### src/rtl/pci_pkg.sv
// parallel capture interface: register map, field layout, bus carriers
// assumes a 32-bit AXI4-Lite slave port with byte addresses of ADDR_W bits
package pci_pkg;

    localparam int unsigned ADDR_W = 8;

    // register byte offsets
    localparam logic [ADDR_W-1:0] OFS_MODE     = 8'h00;
    localparam logic [ADDR_W-1:0] OFS_IRQ_EN   = 8'h04;
    localparam logic [ADDR_W-1:0] OFS_IRQ_DIS  = 8'h08;
    localparam logic [ADDR_W-1:0] OFS_IRQ_MASK = 8'h0C;
    localparam logic [ADDR_W-1:0] OFS_STATUS   = 8'h10;
    localparam logic [ADDR_W-1:0] OFS_HOLD     = 8'h14;
    localparam logic [ADDR_W-1:0] OFS_WP_MODE  = 8'h18;
    localparam logic [ADDR_W-1:0] OFS_WP_STAT  = 8'h1C;

    // capture_mode_reg fields
    localparam int unsigned MODE_EN_BIT    = 0;
    localparam int unsigned MODE_WIDTH_LSB = 4;
    localparam int unsigned MODE_IGN_BIT   = 9;
    localparam int unsigned MODE_HALF_BIT  = 10;
    localparam int unsigned MODE_ODD_BIT   = 11;

    // status / mask bit positions
    localparam int unsigned ST_READY = 0;
    localparam int unsigned ST_OVR   = 1;
    localparam int unsigned ST_END   = 2;
    localparam int unsigned ST_FULL  = 3;
    localparam int unsigned ST_W     = 4;

    // wprot_status_reg: flag in bit 0, source offset from bit 8
    localparam int unsigned WP_SRC_LSB = 8;

    // sample width codes: 8, 16, 32 bits
    localparam logic [1:0] WIDTH_8  = 2'h0;
    localparam logic [1:0] WIDTH_16 = 2'h1;

    localparam logic [1:0] RESP_OKAY   = 2'h0;
    localparam logic [1:0] RESP_SLVERR = 2'h2;

    localparam logic [ST_W-1:0] MASK_RST = 4'h0;
    localparam int unsigned     SYNC_STAGES = 2;

    typedef struct packed {
        logic       odd_first_sel;
        logic       half_sampling;
        logic       ignore_enables;
        logic [1:0] sample_width_sel;
        logic       capture_enable;
    } pci_mode_s;

    localparam pci_mode_s MODE_RST = '0;

    typedef struct packed {
        logic [ADDR_W-1:0] awaddr;
        logic              awvalid;
        logic [31:0]       wdata;
        logic [3:0]        wstrb;
        logic              wvalid;
        logic              bready;
        logic [ADDR_W-1:0] araddr;
        logic              arvalid;
        logic              rready;
    } pci_axi_req_s;

    typedef struct packed {
        logic        awready;
        logic        wready;
        logic [1:0]  bresp;
        logic        bvalid;
        logic        arready;
        logic [31:0] rdata;
        logic [1:0]  rresp;
        logic        rvalid;
    } pci_axi_rsp_s;

endpackage : pci_pkg

### src/rtl/pci_sync.sv
// two-stage synchroniser for a group of slow pin levels
// assumes each bit is a level held long against clk_i
`timescale 1ns/1ps
`default_nettype none
module pci_sync #(
    parameter int unsigned WIDTH = 1
) (
    input  wire logic             clk_i,
    input  wire logic             rst_b_i,
    input  wire logic [WIDTH-1:0] d_i,
    output var  logic [WIDTH-1:0] q_o
);
    logic [WIDTH-1:0] meta_q;
    logic [WIDTH-1:0] sync_q;

    // first stage feeds only the second
    always_ff @(posedge clk_i or negedge rst_b_i)
    begin
        if (!rst_b_i)
        begin
            meta_q <= '0;
            sync_q <= '0;
        end
        else
        begin
            meta_q <= d_i;
            sync_q <= meta_q;
        end
    end

    assign q_o = sync_q;
endmodule : pci_sync
`default_nettype wire

### src/rtl/pci_capture_top.sv
// parallel capture interface with AXI4-Lite register slave
// assumes sensor pins asynchronous to clk_i, DMA status levels on clk_i
//
// Contract
// - setting capture enable forces the clock, data and enable pins to inputs
// - while enabled sample data on sensor clock rising edge, resync to clk_i
// - widths over 8 bits concatenate consecutive accepted samples into one word
// - storing a word into the holding register sets data-ready
// - serve a DMA receive channel and show its end and full status
// - enables honoured: sample only when both data enables are high
// - enables ignored: every rising sensor clock edge gives a sample
// - half sampling keeps only every second qualifying sample
// - half sampling index from zero; odd-first picks odd indices, else even
// - storing over an unread word loses it and sets overrun
// - reading the status register clears overrun
// - four status flags raise the interrupt through the enable/disable mask
// - write protect blocks writes to the mode register only
// - blocked write sets violation and records the target register
// - reading write-protect status clears the violation flag
`timescale 1ns/1ps
`default_nettype none
module pci_capture_top (
    input  wire logic                 clk_i,
    input  wire logic                 rst_b_i,
    input  wire pci_pkg::pci_axi_req_s axi_i,
    output var  pci_pkg::pci_axi_rsp_s axi_o,
    input  wire logic                 sensor_clk_in_i,
    input  wire logic [7:0]           sensor_data_in_i,
    input  wire logic                 data_valid_in_a_i,
    input  wire logic                 data_valid_in_b_i,
    output var  logic                 pin_input_force_o,
    input  wire logic                 rx_transfer_end_i,
    input  wire logic                 rx_buffers_full_i,
    output var  logic                 dma_rx_req_o,
    output var  logic [31:0]          dma_rx_data_o,
    input  wire logic                 dma_rx_ack_i,
    output var  logic                 irq_o
);
    import pci_pkg::*;

    // strobe-merge of a written word into an old one
    function automatic logic [31:0] merge_strb(input logic [31:0] old_w,
                                               input logic [31:0] new_w,
                                               input logic [3:0]  strb);
        logic [31:0] res;
        res = old_w;
        for (int i = 0; i < 4; i++)
        begin
            if (strb[i])
            begin
                res[i*8 +: 8] = new_w[i*8 +: 8];
            end
        end
        return res;
    endfunction : merge_strb

    // index of the last byte of a word for a width code
    function automatic logic [1:0] last_byte(input logic [1:0] sel);
        logic [1:0] res;
        case (sel)
            WIDTH_8:  res = 2'h0;
            WIDTH_16: res = 2'h1;
            default:  res = 2'h3;
        endcase
        return res;
    endfunction : last_byte

    ////////////////////////////////////////////////////////////////////////
    // pin synchronisation and sensor clock edge detection
    logic [10:0] pin_s;
    logic        sclk_prev_q;
    logic        sclk_rise;
    logic        en_a_s;
    logic        en_b_s;
    logic [7:0]  data_s;

    pci_sync #(.WIDTH(11)) u_sync (
        .clk_i   (clk_i),
        .rst_b_i (rst_b_i),
        .d_i     ({sensor_clk_in_i, data_valid_in_a_i, data_valid_in_b_i, sensor_data_in_i}),
        .q_o     (pin_s)
    );

    assign en_a_s    = pin_s[9];
    assign en_b_s    = pin_s[8];
    assign data_s    = pin_s[7:0];
    assign sclk_rise = pin_s[10] & ~sclk_prev_q;

    ////////////////////////////////////////////////////////////////////////
    // state
    pci_mode_s          mode_q, mode_d;
    logic [ST_W-1:0]    mask_q, mask_d;
    logic               wprot_enable_q, wprot_enable_d;
    logic               wprot_violation_q, wprot_violation_d;
    logic [ADDR_W-1:0]  wpsrc_q, wpsrc_d;
    logic [1:0]         cnt_q, cnt_d;
    logic               idx_q, idx_d;
    logic [31:0]        pack_q, pack_d;
    logic [31:0]        hold_q, hold_d;
    logic               ready_q, ready_d;
    logic               ovr_q, ovr_d;
    logic               awr_q, awr_d;
    logic               bvalid_q, bvalid_d;
    logic [1:0]         bresp_q, bresp_d;
    logic               arr_q, arr_d;
    logic               rvalid_q, rvalid_d;
    logic [1:0]         rresp_q, rresp_d;
    logic [31:0]        rdata_q, rdata_d;
    logic               irq_q, irq_d;

    logic               wr_go;
    logic               rd_go;
    logic               rd_status;
    logic               rd_hold;
    logic               rd_wpstat;
    logic [ST_W-1:0]    status;
    logic               qual;
    logic               keep;
    logic               store;
    logic               consumed;
    logic [31:0]        word;

    assign wr_go     = awr_q & axi_i.awvalid & axi_i.wvalid;
    assign rd_go     = arr_q & axi_i.arvalid;
    assign rd_status = rd_go && axi_i.araddr == OFS_STATUS;
    assign rd_hold   = rd_go && axi_i.araddr == OFS_HOLD;
    assign rd_wpstat = rd_go && axi_i.araddr == OFS_WP_STAT;
    assign status    = {rx_buffers_full_i, rx_transfer_end_i, ovr_q, ready_q};

    ////////////////////////////////////////////////////////////////////////
    // capture: qualify, decimate, pack, store
    always_comb
    begin
        cnt_d    = cnt_q;
        idx_d    = idx_q;
        pack_d   = pack_q;
        hold_d   = hold_q;
        ready_d  = ready_q;
        ovr_d    = ovr_q;
        store    = 1'b0;
        word     = pack_q;
        qual     = sclk_rise && mode_q.capture_enable
                   && (mode_q.ignore_enables || (en_a_s && en_b_s));
        keep     = qual && (!mode_q.half_sampling
                   || idx_q == mode_q.odd_first_sel);
        consumed = rd_hold || (dma_rx_ack_i && ready_q);
        word[{cnt_q, 3'b000} +: 8] = data_s;
        if (qual)
        begin
            idx_d = ~idx_q;
        end
        if (keep)
        begin
            if (cnt_q == last_byte(mode_q.sample_width_sel))
            begin
                store  = 1'b1;
                cnt_d  = 2'h0;
                pack_d = '0;
            end
            else
            begin
                cnt_d  = cnt_q + 2'h1;
                pack_d = word;
            end
        end
        // disabling restarts word and index
        if (!mode_q.capture_enable)
        begin
            cnt_d  = 2'h0;
            idx_d  = 1'b0;
            pack_d = '0;
        end
        if (consumed)
        begin
            ready_d = 1'b0;
        end
        if (rd_status)
        begin
            ovr_d = 1'b0;
        end
        // store wins over a same-cycle read or clear
        if (store)
        begin
            hold_d  = word;
            ready_d = 1'b1;
            if (ready_q && !consumed)
            begin
                ovr_d = 1'b1;
            end
        end
    end

    always_ff @(posedge clk_i or negedge rst_b_i)
    begin
        if (!rst_b_i)
        begin
            sclk_prev_q <= 1'b0;
            cnt_q       <= 2'h0;
            idx_q       <= 1'b0;
            pack_q      <= '0;
            hold_q      <= '0;
            ready_q     <= 1'b0;
            ovr_q       <= 1'b0;
        end
        else
        begin
            sclk_prev_q <= pin_s[10];
            cnt_q       <= cnt_d;
            idx_q       <= idx_d;
            pack_q      <= pack_d;
            hold_q      <= hold_d;
            ready_q     <= ready_d;
            ovr_q       <= ovr_d;
        end
    end

    ////////////////////////////////////////////////////////////////////////
    // register slave: handshakes, writes, reads, write protection
    always_comb
    begin
        logic [31:0] mw;
        mw       = '0;
        mode_d   = mode_q;
        mask_d   = mask_q;
        wprot_enable_d   = wprot_enable_q;
        wprot_violation_d   = wprot_violation_q;
        wpsrc_d  = wpsrc_q;
        awr_d    = 1'b0;
        bvalid_d = bvalid_q;
        bresp_d  = bresp_q;
        arr_d    = 1'b0;
        rvalid_d = rvalid_q;
        rresp_d  = rresp_q;
        rdata_d  = rdata_q;
        irq_d    = |(status & mask_q);

        // write channel: ready for one cycle once both halves are offered
        if (!awr_q && !bvalid_q && axi_i.awvalid && axi_i.wvalid)
        begin
            awr_d = 1'b1;
        end
        if (bvalid_q && axi_i.bready)
        begin
            bvalid_d = 1'b0;
        end
        if (rd_wpstat)
        begin
            wprot_violation_d = 1'b0;
        end
        if (wr_go)
        begin
            bvalid_d = 1'b1;
            bresp_d  = RESP_OKAY;
            case (axi_i.awaddr)
                OFS_MODE:
                begin
                    if (wprot_enable_q)
                    begin
                        wprot_violation_d  = 1'b1;
                        wpsrc_d = axi_i.awaddr;
                    end
                    else
                    begin
                        mw = merge_strb({20'h0, mode_q.odd_first_sel, mode_q.half_sampling,
                                         mode_q.ignore_enables, 3'h0,
                                         mode_q.sample_width_sel, 3'h0,
                                         mode_q.capture_enable},
                                        axi_i.wdata, axi_i.wstrb);
                        mode_d.capture_enable   = mw[MODE_EN_BIT];
                        mode_d.sample_width_sel = mw[MODE_WIDTH_LSB +: 2];
                        mode_d.ignore_enables   = mw[MODE_IGN_BIT];
                        mode_d.half_sampling    = mw[MODE_HALF_BIT];
                        mode_d.odd_first_sel    = mw[MODE_ODD_BIT];
                    end
                end
                OFS_IRQ_EN:
                begin
                    if (axi_i.wstrb[0])
                    begin
                        mask_d = mask_q | axi_i.wdata[ST_W-1:0];
                    end
                end
                OFS_IRQ_DIS:
                begin
                    if (axi_i.wstrb[0])
                    begin
                        mask_d = mask_q & ~axi_i.wdata[ST_W-1:0];
                    end
                end
                OFS_WP_MODE:
                begin
                    if (axi_i.wstrb[0])
                    begin
                        wprot_enable_d = axi_i.wdata[0];
                    end
                end
                OFS_IRQ_MASK, OFS_STATUS, OFS_HOLD, OFS_WP_STAT: bresp_d = RESP_OKAY;
                default: bresp_d = RESP_SLVERR;
            endcase
        end

        // read channel: one-cycle ready, data registered
        if (!arr_q && !rvalid_q && axi_i.arvalid)
        begin
            arr_d = 1'b1;
        end
        if (rvalid_q && axi_i.rready)
        begin
            rvalid_d = 1'b0;
        end
        if (rd_go)
        begin
            rvalid_d = 1'b1;
            rresp_d  = RESP_OKAY;
            rdata_d  = '0;
            case (axi_i.araddr)
                OFS_MODE:
                begin
                    rdata_d[MODE_EN_BIT]           = mode_q.capture_enable;
                    rdata_d[MODE_WIDTH_LSB +: 2]   = mode_q.sample_width_sel;
                    rdata_d[MODE_IGN_BIT]          = mode_q.ignore_enables;
                    rdata_d[MODE_HALF_BIT]         = mode_q.half_sampling;
                    rdata_d[MODE_ODD_BIT]          = mode_q.odd_first_sel;
                end
                OFS_IRQ_MASK: rdata_d[ST_W-1:0] = mask_q;
                OFS_STATUS:   rdata_d[ST_W-1:0] = status;
                OFS_HOLD:     rdata_d = hold_q;
                OFS_WP_MODE:  rdata_d[0] = wprot_enable_q;
                OFS_WP_STAT:
                begin
                    rdata_d[0]                      = wprot_violation_q;
                    rdata_d[WP_SRC_LSB +: ADDR_W]   = wpsrc_q;
                end
                OFS_IRQ_EN, OFS_IRQ_DIS: rresp_d = RESP_OKAY;
                default: rresp_d = RESP_SLVERR;
            endcase
        end
    end

    always_ff @(posedge clk_i or negedge rst_b_i)
    begin
        if (!rst_b_i)
        begin
            mode_q   <= MODE_RST;
            mask_q   <= MASK_RST;
            wprot_enable_q   <= 1'b0;
            wprot_violation_q   <= 1'b0;
            wpsrc_q  <= '0;
            awr_q    <= 1'b0;
            bvalid_q <= 1'b0;
            bresp_q  <= RESP_OKAY;
            arr_q    <= 1'b0;
            rvalid_q <= 1'b0;
            rresp_q  <= RESP_OKAY;
            rdata_q  <= '0;
            irq_q    <= 1'b0;
        end
        else
        begin
            mode_q   <= mode_d;
            mask_q   <= mask_d;
            wprot_enable_q   <= wprot_enable_d;
            wprot_violation_q   <= wprot_violation_d;
            wpsrc_q  <= wpsrc_d;
            awr_q    <= awr_d;
            bvalid_q <= bvalid_d;
            bresp_q  <= bresp_d;
            arr_q    <= arr_d;
            rvalid_q <= rvalid_d;
            rresp_q  <= rresp_d;
            rdata_q  <= rdata_d;
            irq_q    <= irq_d;
        end
    end

    ////////////////////////////////////////////////////////////////////////
    // outputs, all from flops
    assign axi_o.awready     = awr_q;
    assign axi_o.wready      = awr_q;
    assign axi_o.bresp       = bresp_q;
    assign axi_o.bvalid      = bvalid_q;
    assign axi_o.arready     = arr_q;
    assign axi_o.rdata       = rdata_q;
    assign axi_o.rresp       = rresp_q;
    assign axi_o.rvalid      = rvalid_q;
    assign pin_input_force_o = mode_q.capture_enable;
    assign dma_rx_req_o      = ready_q;
    assign dma_rx_data_o     = hold_q;
    assign irq_o             = irq_q;

endmodule : pci_capture_top
`default_nettype wire

### config.mk
export PLATFORM = sky130hd
export DESIGN_NAME = pci_capture_top
export DESIGN_NICKNAME = d
export VERILOG_FILES = /design/src/rtl/pci_pkg.sv /design/src/rtl/pci_sync.sv /design/src/rtl/pci_capture_top.sv
export SDC_FILE = /design/constraint.sdc
export NUM_CORES = 1
export LEC_CHECK = 0
export ABC_AREA = 1
export BUFFER_PORTS_ARGS = -buffer_cell sky130_fd_sc_hd__buf_2
export CELL_PAD_IN_SITES_DETAIL_PLACEMENT = 0
export CELL_PAD_IN_SITES_GLOBAL_PLACEMENT = 1
export CORE_ASPECT_RATIO = 0.9
export CORE_MARGIN = 10
export CORE_UTILIZATION = 43
export CTS_CLUSTER_DIAMETER = 50
export CTS_CLUSTER_SIZE = 25
export DETAILED_ROUTE_END_ITERATION = 6
export PLACE_DENSITY = 0.87
export SLEW_MARGIN = 20
export SYNTH_ARGS = -nofsm -noshare
export SYNTH_HDL_FRONTEND = slang
export SYNTH_SLANG_ARGS = --single-unit
### constraint.sdc
create_clock -name clk_i -period 4.8 [get_ports clk_i]
set_input_delay 0.72 -clock clk_i [delete_from_list [all_inputs] [get_ports clk_i]]
set_output_delay 0.72 -clock clk_i [all_outputs]
set_load 0.05 [all_outputs]
==> results of run 1 <==
[cells by family (layout without fill, tap and decap cells)]
kind of cell / Yosys count / after routing
compound gates: 108 / 108
xor+xnor: 1 / 1
fa+ha+maj: 5 / 5
buf+inv: 140 / 263
flops: 151 / 151
other cells: 1 / 2
simple gates: 366 / 366
[worst max-delay path: cells and delay by family (launching register included)]
kind | cells | cell delay [ns]
compound gates | 1 | 0.38
fa+ha+maj | 1 | 0.44
buf+inv | 1 | 0.28
flops | 1 | 0.55
simple gates | 3 | 0.64
[worst max-delay path by stage]
stage,from,cells past startpoint,end,slack (ns)
3_5_place_dp,axi_i[1],8,rdata_q[12]$_DFFE_PN0N_,2.03
6_report,cnt_q[0]$_DFFE_PN0P_,6,dma_rx_data_o[5]$_DFFE_PN0P_,2.45
4_1_cts,cnt_q[0]$_DFFE_PN0P_,6,ovr_q$_DFF_PN0_,2.07
3_3_place_gp,axi_i[1],8,rdata_q[14]$_DFFE_PN0N_,2.06
5_1_grt,cnt_q[0]$_DFFE_PN0P_,7,dma_rx_data_o[21]$_DFFE_PN0P_,2.23
2_1_floorplan,axi_i[9],7,ovr_q$_DFF_PN0_,3.09
[synth_stat cells, drive strengths merged]
cell type / instances / area (um2)
a31oi: 1 / 21.27
clkbuf: 16 / 60.06
nor3: 2 / 15.01
conb: 1 / 3.750
a21boi: 4 / 30.03
nand3b: 3 / 22.52
or2: 1 / 6.260
a21o: 1 / 7.510
buf: 19 / 140.1
nor2: 40 / 170.2
a21oi: 5 / 25.02
o211ai: 10 / 75.07
nand4: 2 / 12.51
o22ai: 33 / 206.5
xnor2: 1 / 16.27
ha: 5 / 62.56
dfrtp: 151 / 3779
o21ai: 54 / 274.0
inv: 105 / 394.1
nand3: 72 / 365.3
nand2: 246 / 933.4
[per-stage QoR]
step / utilization / cell area [um2] / power, uW / setup slack (ns) / std cells
2_1_floorplan: - / 6624 / 1390 / 3.086 / 773
3_3_place_gp: 0.4900 / 7313 / 1452 / 2.059 / 1061
3_5_place_dp: 0.4900 / 7313 / 1454 / 2.028 / 1061
4_1_cts: 0.5305 / 7918 / 2822 / 2.075 / 1093
5_1_grt: 0.5319 / 7938 / 2893 / 2.229 / 1094
6_report: 0.5319 / 7938 / 2793 / 2.450 / 1094
[registers in the layout, summed over array words and instances (netlist names), 2 cells and up, named ones only]
| signal | cells |
|---|---|
| wpsrc_q | 8 |
| u_sync.meta_q | 11 |
| rdata_q | 32 |
| u_sync.q_o | 11 |
| cnt_q | 2 |
| dma_rx_data_o | 32 |
| pack_q | 32 |
| mode_q | 5 |
[power by group]
part / leakage, uW / total, uW / switching (uW) / internal, uW
sequential: 0.00198 / 1300 / 11.6 / 1290
clock: 0.000294 / 1370 / 539 / 827
combinational: 0.00184 / 126 / 94.2 / 31.5
[placed cells by master (no fill, tap or decap), drive strengths merged]
cell type	instances
o21ai	54
nor2	40
inv	109
nand3b	3
nand3	72
nor3	2
a21oi	5
clkinv	5
o211ai	10
a31oi	1
a21boi	4
ha	5
nand4	2
o22ai	33
dfrtp	151
a21o	1
nand2	246
clkinvlp	1
clkbuf	19
or2	1
bufinv	3
xnor2	1
buf	126
conb	2
[final cells by class]
| cell class | instances | area, um2 |
|---|---|---|
| multi-input combinational | 482 | 2251 |
| inverter | 105 | 394.1 |
| fill | 1427 | 6987 |
| timing repair buffer | 126 | 661.9 |
| tap | 198 | 247.7 |
| clock buffer | 19 | 432.9 |
| sequential | 151 | 3779 |
| clock inverter | 13 | 171.4 |
[layer usage]
metal,vias up,GRT usage
li1,2660,-
met1,2503,0.2259
met2,128,0.2493
met3,12,0.05444
met4,0,0.04006
met5,-,0
==> flow_summary.yaml, run 1 <==
clocking:
  htree_levels: 4
  post-cts-setup-buffers: 0
  clkTransAtPathRegs_ns: 0.06
  ctsRootBufferMaster: "clkbuf_16"
  cts_tree: "done"
  clock_latency_ns: 0.42
  clockBufferDepth: 2
  clock_sinks: 151
  cts-buffers-inserted: 17
  cts-resized-gates: 0
  hold_buffers: 0
setup_path:
  start_kind: "register"
  regToRegStartpoint: "cnt_q[0]$_DFFE_PN0P_"
  required_ns: 5.15
  slowest_delay_ns: 0.55
  path_max_fanout: 13
  crit_top_cell: "nand2_1"
  worstRegToRegCells: 6
  slowest_stage: "dfrtp_1"
  regToRegSetupSlack_ns: 2.45
  crit_type: "register to register"
  crit_chain: "inv_1, ha_1, nand4_1, o22ai_1, nand2_1, nand2_1"
  cp-end-kind: "register"
  r2r-end: "dma_rx_data_o[5]$_DFFE_PN0P_"
  arrival_ns: 2.70
grt:
  grtUsageTotal: 0.1656
  grt_max_degree: 84
  antenna_found_initial: 0
  grt_pass1_wl_mm: 27.35
  grt-ovfl-total: 0
  first_global_vias: 5325
sta:
  whs_ns: 0.3416
  period_share: 0.4896
  worstMarginPinSlew_ns: 0.9819
  finClkSkew_ns: 0.007239
  setup_viol: 0
  maxSlewHeadroom: 0.3454
  hold_viol: 0
  rsz0062_at_grt: "no"
  drv_slew: 0
  finalSetupTns_ns: 0
  min_period_ns: 2.350
  max_freq_mhz: 425.5
synth:
  yosys.area_share.simple: 0.2304
  synthMuxAreaShare: 0
  syn_avg_cell_area_um2: 8.575
  yosysWarnings: 0
  synthAdderAreaFrac: 0.009450
  ys_ff_latch: 151
  synthXorXnorAreaFrac: 0.002457
  ys_types: 33
  synth_compound_area_frac: 0.09658
  synthCells: 772
  synth_top_family_by_area: "simple AND/OR/NAND/NOR gates"
  netlist_area_um2: 6620
  synth-seq-area-share: 0.5708
detailed_routing:
  maxUsedRoutingLayer: "met4"
  antenna_left: 0
  avgViaCountPerCell: 4.847
  firstDrtPassIters: 5
  wl_met1_mm: 7.964
  wire_per_inst_um: 15.31
  wirelength_mm: 16.75
  wl_met3_mm: 1.044
  drtIter0Drc: 341
  met2WireLength_mm: 7.593
  dr_total_vias: 5303
  drc: 0
die:
  die_area_um2: 20770
  num_rows: 42
  die_y_um: 137.7
  start_util: 0.4436
  ioPinCount: 149
  coreArea_um2: 14920
  fp.dieW_um: 150.8
pwr:
  cellPowerDensity_nw_per_um2: 351.9
  peakVddDrop_v: 0.0002974
  p_leak_uw: 0.004117
job:
  max_cap_viol_count: 0
placed_design:
  place.gp.congestion: 0.8348
  portBuffers: 121
  dp_hpwl_mm: 11.71
final_layout:
  diodes: 0
  nNetsFinal: 961
  drive_above_1_share: 0.1908
  syn_to_final_growth_pct: 19.90
hold_path:
  hp-class: "input port to async pin"
outcome:
  status: "finished, final reports clean"
Note: power is estimated with default switching activity, not from simulation.
==> inputs of run 2 (changes only) <==
ABC_AREA = 0   (was 1)
CORE_UTILIZATION = 42   (was 43)
PLACE_DENSITY = 0.82   (was 0.87)
clock period = 2.4 ns   (was 4.8 ns; I/O delays follow)
==> run 2 against run 1 <==
  * Area after synthesis shrank 7.2%
  * Sequential share of layout area is 2.2 points higher
  * Highest routed layer unchanged
  * Non-clock buffer count up 15
  * Routed wire length fell by 8.0%
  * Largest power group unchanged
  * Register-to-register slack worse by 2.3 ns
==> flow_summary.yaml, run 2 <==
grt:
  first_global_vias: 4796
  grt_max_degree: 61
  grtUsageTotal: 0.1578
  grt-ovfl-total: 0
  grt_pass1_wl_mm: 25.37
  antenna_found_initial: 0
pwr:
  seq_power_share: 0.474
  p_int_uw: 4340
  p_leak_uw: 0.003750
  p_comb_frac: 0.044
  peakVddDrop_v: 0.0005186
  power_frac_clock: 0.482
  p_sw_uw: 1180
  sw_frac_of_total: 0.2137
  cellPowerDensity_nw_per_um2: 727.0
clocking:
  clkTransAtPathRegs_ns: 0.06
  cts-buffers-inserted: 17
  clockBufferDepth: 2
  cts_tree: "done"
  post-cts-setup-buffers: 0
  htree_levels: 4
  clock_sinks: 151
  ctsRootBufferMaster: "clkbuf_16"
  cts-resized-gates: 0
  clock_latency_ns: 0.41
setup_path:
  cp-end-kind: "register"
  slowest_stage: "mux2i_1"
  critical-path-top-delay-family: "compound AO/OA/AOI/OAI gates"
  crit_type: "register to register"
  required_ns: 2.75
  crit_chain: "xor2_1, a2111oi_2, buf_4, mux2i_1, a22o_1"
  start_kind: "register"
  arrival_ns: 2.58
  crit_buf_inv: 1
  path_max_fanout: 11
  slowest_delay_ns: 0.61
synth:
  synthTopCellsByCount: "dfrtp_1, o21ai_0, a22o_1"
  netlist.area_leader.share: 0.6149
  synthFlopType: "dfrtp_1"
  ys_ff_latch: 151
  synthCells: 510
  yosys-top-cells-area: "dfrtp_1, a22o_1, o21ai_0"
  synth_edf_count: 0
  synth-seq-area-share: 0.6149
  synth.most_common_cell: "dfrtp_1"
  yosysWarnings: 0
  async_flop_share: 1.000
  yosysTopAreaCell: "dfrtp_1"
  syn_avg_cell_area_um2: 12.05
  ys_types: 52
  netlist_area_um2: 6145
detailed_routing:
  avgViaCountPerCell: 5.560
  firstDrtPassIters: 5
  wirelength_mm: 15.41
  drtIter0Drc: 315
  dr_total_vias: 4637
  drc: 0
  wire_per_inst_um: 18.47
  antenna_left: 0
placed_design:
  place_area_um2: 6977
  portBuffers: 121
  dp_hpwl_mm: 11.00
  pre_cts_ws_ns: 0.1819
  place.gp.congestion: 0.8732
final_layout:
  utilization: 0.5362
  layout_commonest_cell: "dfrtp_1"
  post-route-cell-area_um2: 7592
  drive_above_1_share: 0.2933
  nNetsFinal: 706
  syn_to_final_growth_pct: 23.56
  diodes: 0
  most-common-layout-cells: "dfrtp_1, buf_2, o21ai_0, a22o_1, a22oi_1"
sta:
  fin_ws_ns: 0.1710
  rsz0062_at_grt: "no"
  hold_viol: 0
  period_share: 0.9288
  max_freq_mhz: 448.6
  finClkSkew_ns: 0.005642
  finalSetupTns_ns: 0
  worstMarginPinSlew_ns: 0.9189
  maxSlewHeadroom: 0.3874
  drv_slew: 0
  setup_viol: 0
  min_period_ns: 2.229
outcome:
  status: "finished, final reports clean"
die:
  ioPinCount: 149
  die_y_um: 134.7
  die_area_um2: 19870
  start_util: 0.4340
  coreArea_um2: 14160
  num_rows: 41
  fp.dieW_um: 147.5
hold_path:
  hp-class: "input port to register"
job:
  max_cap_viol_count: 0
[run 2: kinds of logic after synthesis]
group | after synthesis | synth area share
fa+ha+maj | 5 | 0.01018
flops | 151 | 0.6149
buf+inv | 54 | 0.03849
xor+xnor | 3 | 0.004277
mux | 19 | 0.03319
compound gates | 195 | 0.2187
simple gates | 82 | 0.07962
other cells | 1 | 0.0006103
[run 2: worst paths after layout]
path | from | endpoint | slack, ns | cells after the start
min | sensor_data_in_i[7] | u_sync.meta_q[7]$_DFF_PN0_ | 0.05 | 1
min reg2reg | u_sync.meta_q[3]$_DFF_PN0_ | u_sync.q_o[3]$_DFF_PN0_ | 0.35 | 0
max | mode_q[5]$_DFFE_PN0P_ | pack_q[26]$_DFFE_PN0P_ | 0.17 | 5
max in group asynchronous | rst_b_i | rdata_q[9]$_DFFE_PN0N_ | 1.13 | 3
min in group asynchronous | rst_b_i | awr_q$_DFF_PN0_ | 0.46 | 2
max reg2reg | mode_q[5]$_DFFE_PN0P_ | pack_q[26]$_DFFE_PN0P_ | 0.17 | 5
[run 2: final cells by class]
class	instances	area [um2]
clock inverters	7	90.09
inverters	11	41.29
clock buffers	25	515.5
fillers	1251	6566
well taps	193	241.5
multi-input cells	306	2148
flip-flops and latches	151	3779
repair buffers	141	777.0
[run 2: metal layers]
metal,share of wire,GRT usage,vias up
met4,0.014,0.05886,0
met1,0.44,0.2061,2349
met3,0.053,0.03674,17
li1,-,-,2139
met5,0,0,-
met2,0.49,0.2508,132
[run 2: through the flow]
step	std cells	power, uW	hold WS (ns)
2_1_floorplan	511	2773	0.06441
3_3_place_gp	801	2899	0.3059
3_5_place_dp	801	2906	0.3128
4_1_cts	834	5585	0.03196
5_1_grt	834	5720	0.03176
6_report	834	5520	0.05210
[run 2: power by group through the flow]
stage / logic (uW) / clock network, uW / registers [uW]
after floorplan: 113 / 0 / 2660
after global placement: 237 / 0 / 2660
final: 240 / 2660 / 2620
after detailed placement: 243 / 0 / 2660
after CTS: 245 / 2720 / 2620
after global routing: 266 / 2830 / 2620
[run 2: repair_timing]
| action | in CTS | in global routing |
|---|---|---|
| hold buffers | 1 | 0 |
| hold endpoints to repair | 44 | 0 |
| endpoints found under the setup margin | 0 | 0 |
==> inputs of run 3 (changes only) <==
CORE_UTILIZATION = 45   (was 42)
PLACE_DENSITY = 0.86   (was 0.82)
clock period = 2.85 ns   (was 2.4 ns; I/O delays follow)
==> run 3 against run 2 <==
  * Worst setup slack better by 0.46 ns
  * Routed wire length is 1.4% higher
  * Flip-flop and latch count stayed put
  * Critical path type unchanged
  * Clock power shrank 15%
  * Power decreased by 15%
  * Critical endpoint is now pack_q[28]$_DFFE_PN0P_
  * Largest power group unchanged
  * First-iteration DRC count stayed put
  * Highest routed layer unchanged
==> flow_summary.yaml, run 3 (synthesized netlist as in run 2, its figures left out) <==
clocking:
  hold_buffers: 1
  htree_levels: 4
  clockBufferDepth: 2
  cts-buffers-inserted: 17
  post-cts-setup-buffers: 0
  clock_latency_ns: 0.42
  clkTransAtPathRegs_ns: 0.06
  clock_sinks: 151
  cts_tree: "done"
  ctsRootBufferMaster: "clkbuf_16"
  cts-resized-gates: 0
sta:
  max_freq_mhz: 449.7
  min_period_ns: 2.224
  finClkSkew_ns: 0.007619
  rsz0062_at_grt: "no"
  drv_slew: 0
  whs_ns: 0.1095
  maxSlewHeadroom: 0.3716
  finalSetupTns_ns: 0
  worstMarginPinSlew_ns: 0.9426
  hold_viol: 0
  period_share: 0.7802
  setup_viol: 0
grt:
  grt-ovfl-total: 0
  antenna_found_initial: 0
  grt_max_degree: 60
  first_global_vias: 4791
  grtUsageTotal: 0.1749
  grt_pass1_wl_mm: 25.53
setup_path:
  worstSetupStartpoint: "mode_q[5]$_DFFE_PN0P_"
  cp-end-kind: "register"
  crit_type: "register to register"
  start_kind: "register"
  regToRegStartpoint: "mode_q[5]$_DFFE_PN0P_"
  required_ns: 3.20
  path_max_fanout: 11
  arrival_ns: 2.58
hold_path:
  hp-class: "input port to register"
  min_from: "sensor_data_in_i[0]"
final_layout:
  layout_commonest_cell: "dfrtp_1"
  syn_to_final_growth_pct: 22.11
  drive_above_1_share: 0.2839
  ff_latch_area_um2: 3779
  multi_input_area_um2: 2148
  fill_cells: 1150
  most-common-layout-cells: "dfrtp_1, buf_2, o21ai_0, a22o_1, a22oi_1"
  diodes: 0
  nNetsFinal: 699
die:
  num_rows: 40
  die_y_um: 130.9
  ioPinCount: 149
  fp.dieW_um: 143.2
  die_area_um2: 18740
  start_util: 0.4598
  coreArea_um2: 13360
placed_design:
  portBuffers: 121
  dp_hpwl_mm: 11.07
  place.gp.congestion: 0.8366
pwr:
  p_comb_frac: 0.043
  power_frac_clock: 0.485
  p_sw_uw: 1005
  p_int_uw: 3666
  peakVddDrop_v: 0.0004148
  p_leak_uw: 0.003715
  sw_frac_of_total: 0.2152
  cellPowerDensity_nw_per_um2: 622.6
  seq_power_share: 0.472
detailed_routing:
  wire_per_inst_um: 19.47
  avgViaCountPerCell: 5.678
  wirelength_mm: 15.61
  drc: 0
  antenna_left: 0
  firstDrtPassIters: 5
  dr_total_vias: 4554
  drtIter0Drc: 315
job:
  max_cap_viol_count: 0
outcome:
  status: "finished, final reports clean"
[run 3: power by group through the flow]
| stage | Sequential, uW | Clock (uW) | Combinational, uW |
|---|---|---|---|
| global placement | 2240 | 0 | 198 |
| floorplan | 2240 | 0 | 95.0 |
| global route | 2210 | 2400 | 222 |
| detailed placement | 2240 | 0 | 202 |
| CTS | 2200 | 2310 | 204 |
| finish | 2200 | 2270 | 200 |
[run 3: worst max-delay path: stages (launching register included)]
cell and delay [ns]:
dfrtp_1 0.43, xor2_1 0.20, a2111oi_2 0.36, buf_4 0.26, mux2i_1 0.62, a22o_1 0.26
[run 3: worst paths after layout]
kind | end | slack, ns | depth (start not counted)
worst max-delay path | pack_q[28]$_DFFE_PN0P_ | 0.63 | 5
worst min-delay path | u_sync.meta_q[0]$_DFF_PN0_ | 0.11 | 1
worst max register to register | pack_q[28]$_DFFE_PN0P_ | 0.63 | 5
worst min register to register | u_sync.q_o[2]$_DFF_PN0_ | 0.35 | 0
max in group asynchronous | rdata_q[18]$_DFFE_PN0N_ | 1.58 | 3
min in group asynchronous | bresp_q[1]$_DFFE_PN0P_ | 0.54 | 2
[run 3: layout make-up]
type	instances	area share
Sequential cell	151	0.5036
Multi-Input combinational cell	306	0.2863
Timing Repair Buffer	134	0.09655
Clock buffer	23	0.06370
Tap cell	168	0.02801
Clock inverter	9	0.01634
Inverter	11	0.005503
[run 3: metal layers]
layer	up-vias	track usage	share of wire	routed length, um
met2	117	0.2806	0.49	7625
met5	-	0	0	0
met3	21	0.04654	0.058	904
met4	0	0.06303	0.014	226
met1	2293	0.2243	0.44	6857
li1	2123	-	-	-
[run 3: metrics by stage]
| step | utilization | power (uW) | area (um2) | std cells | worst slack [ns] |
|---|---|---|---|---|---|
| 3_5_place_dp | 0.5158 | 2444 | 6893 | 769 | 0.5788 |
| 6_report | 0.5615 | 4671 | 7503 | 802 | 0.6264 |
| 3_3_place_gp | 0.5158 | 2439 | 6893 | 769 | 0.5968 |
| 2_1_floorplan | - | 2335 | 6148 | 511 | 0.5502 |
| 5_1_grt | 0.5615 | 4833 | 7503 | 802 | 0.4266 |
| 4_1_cts | 0.5615 | 4714 | 7503 | 802 | 0.6331 |
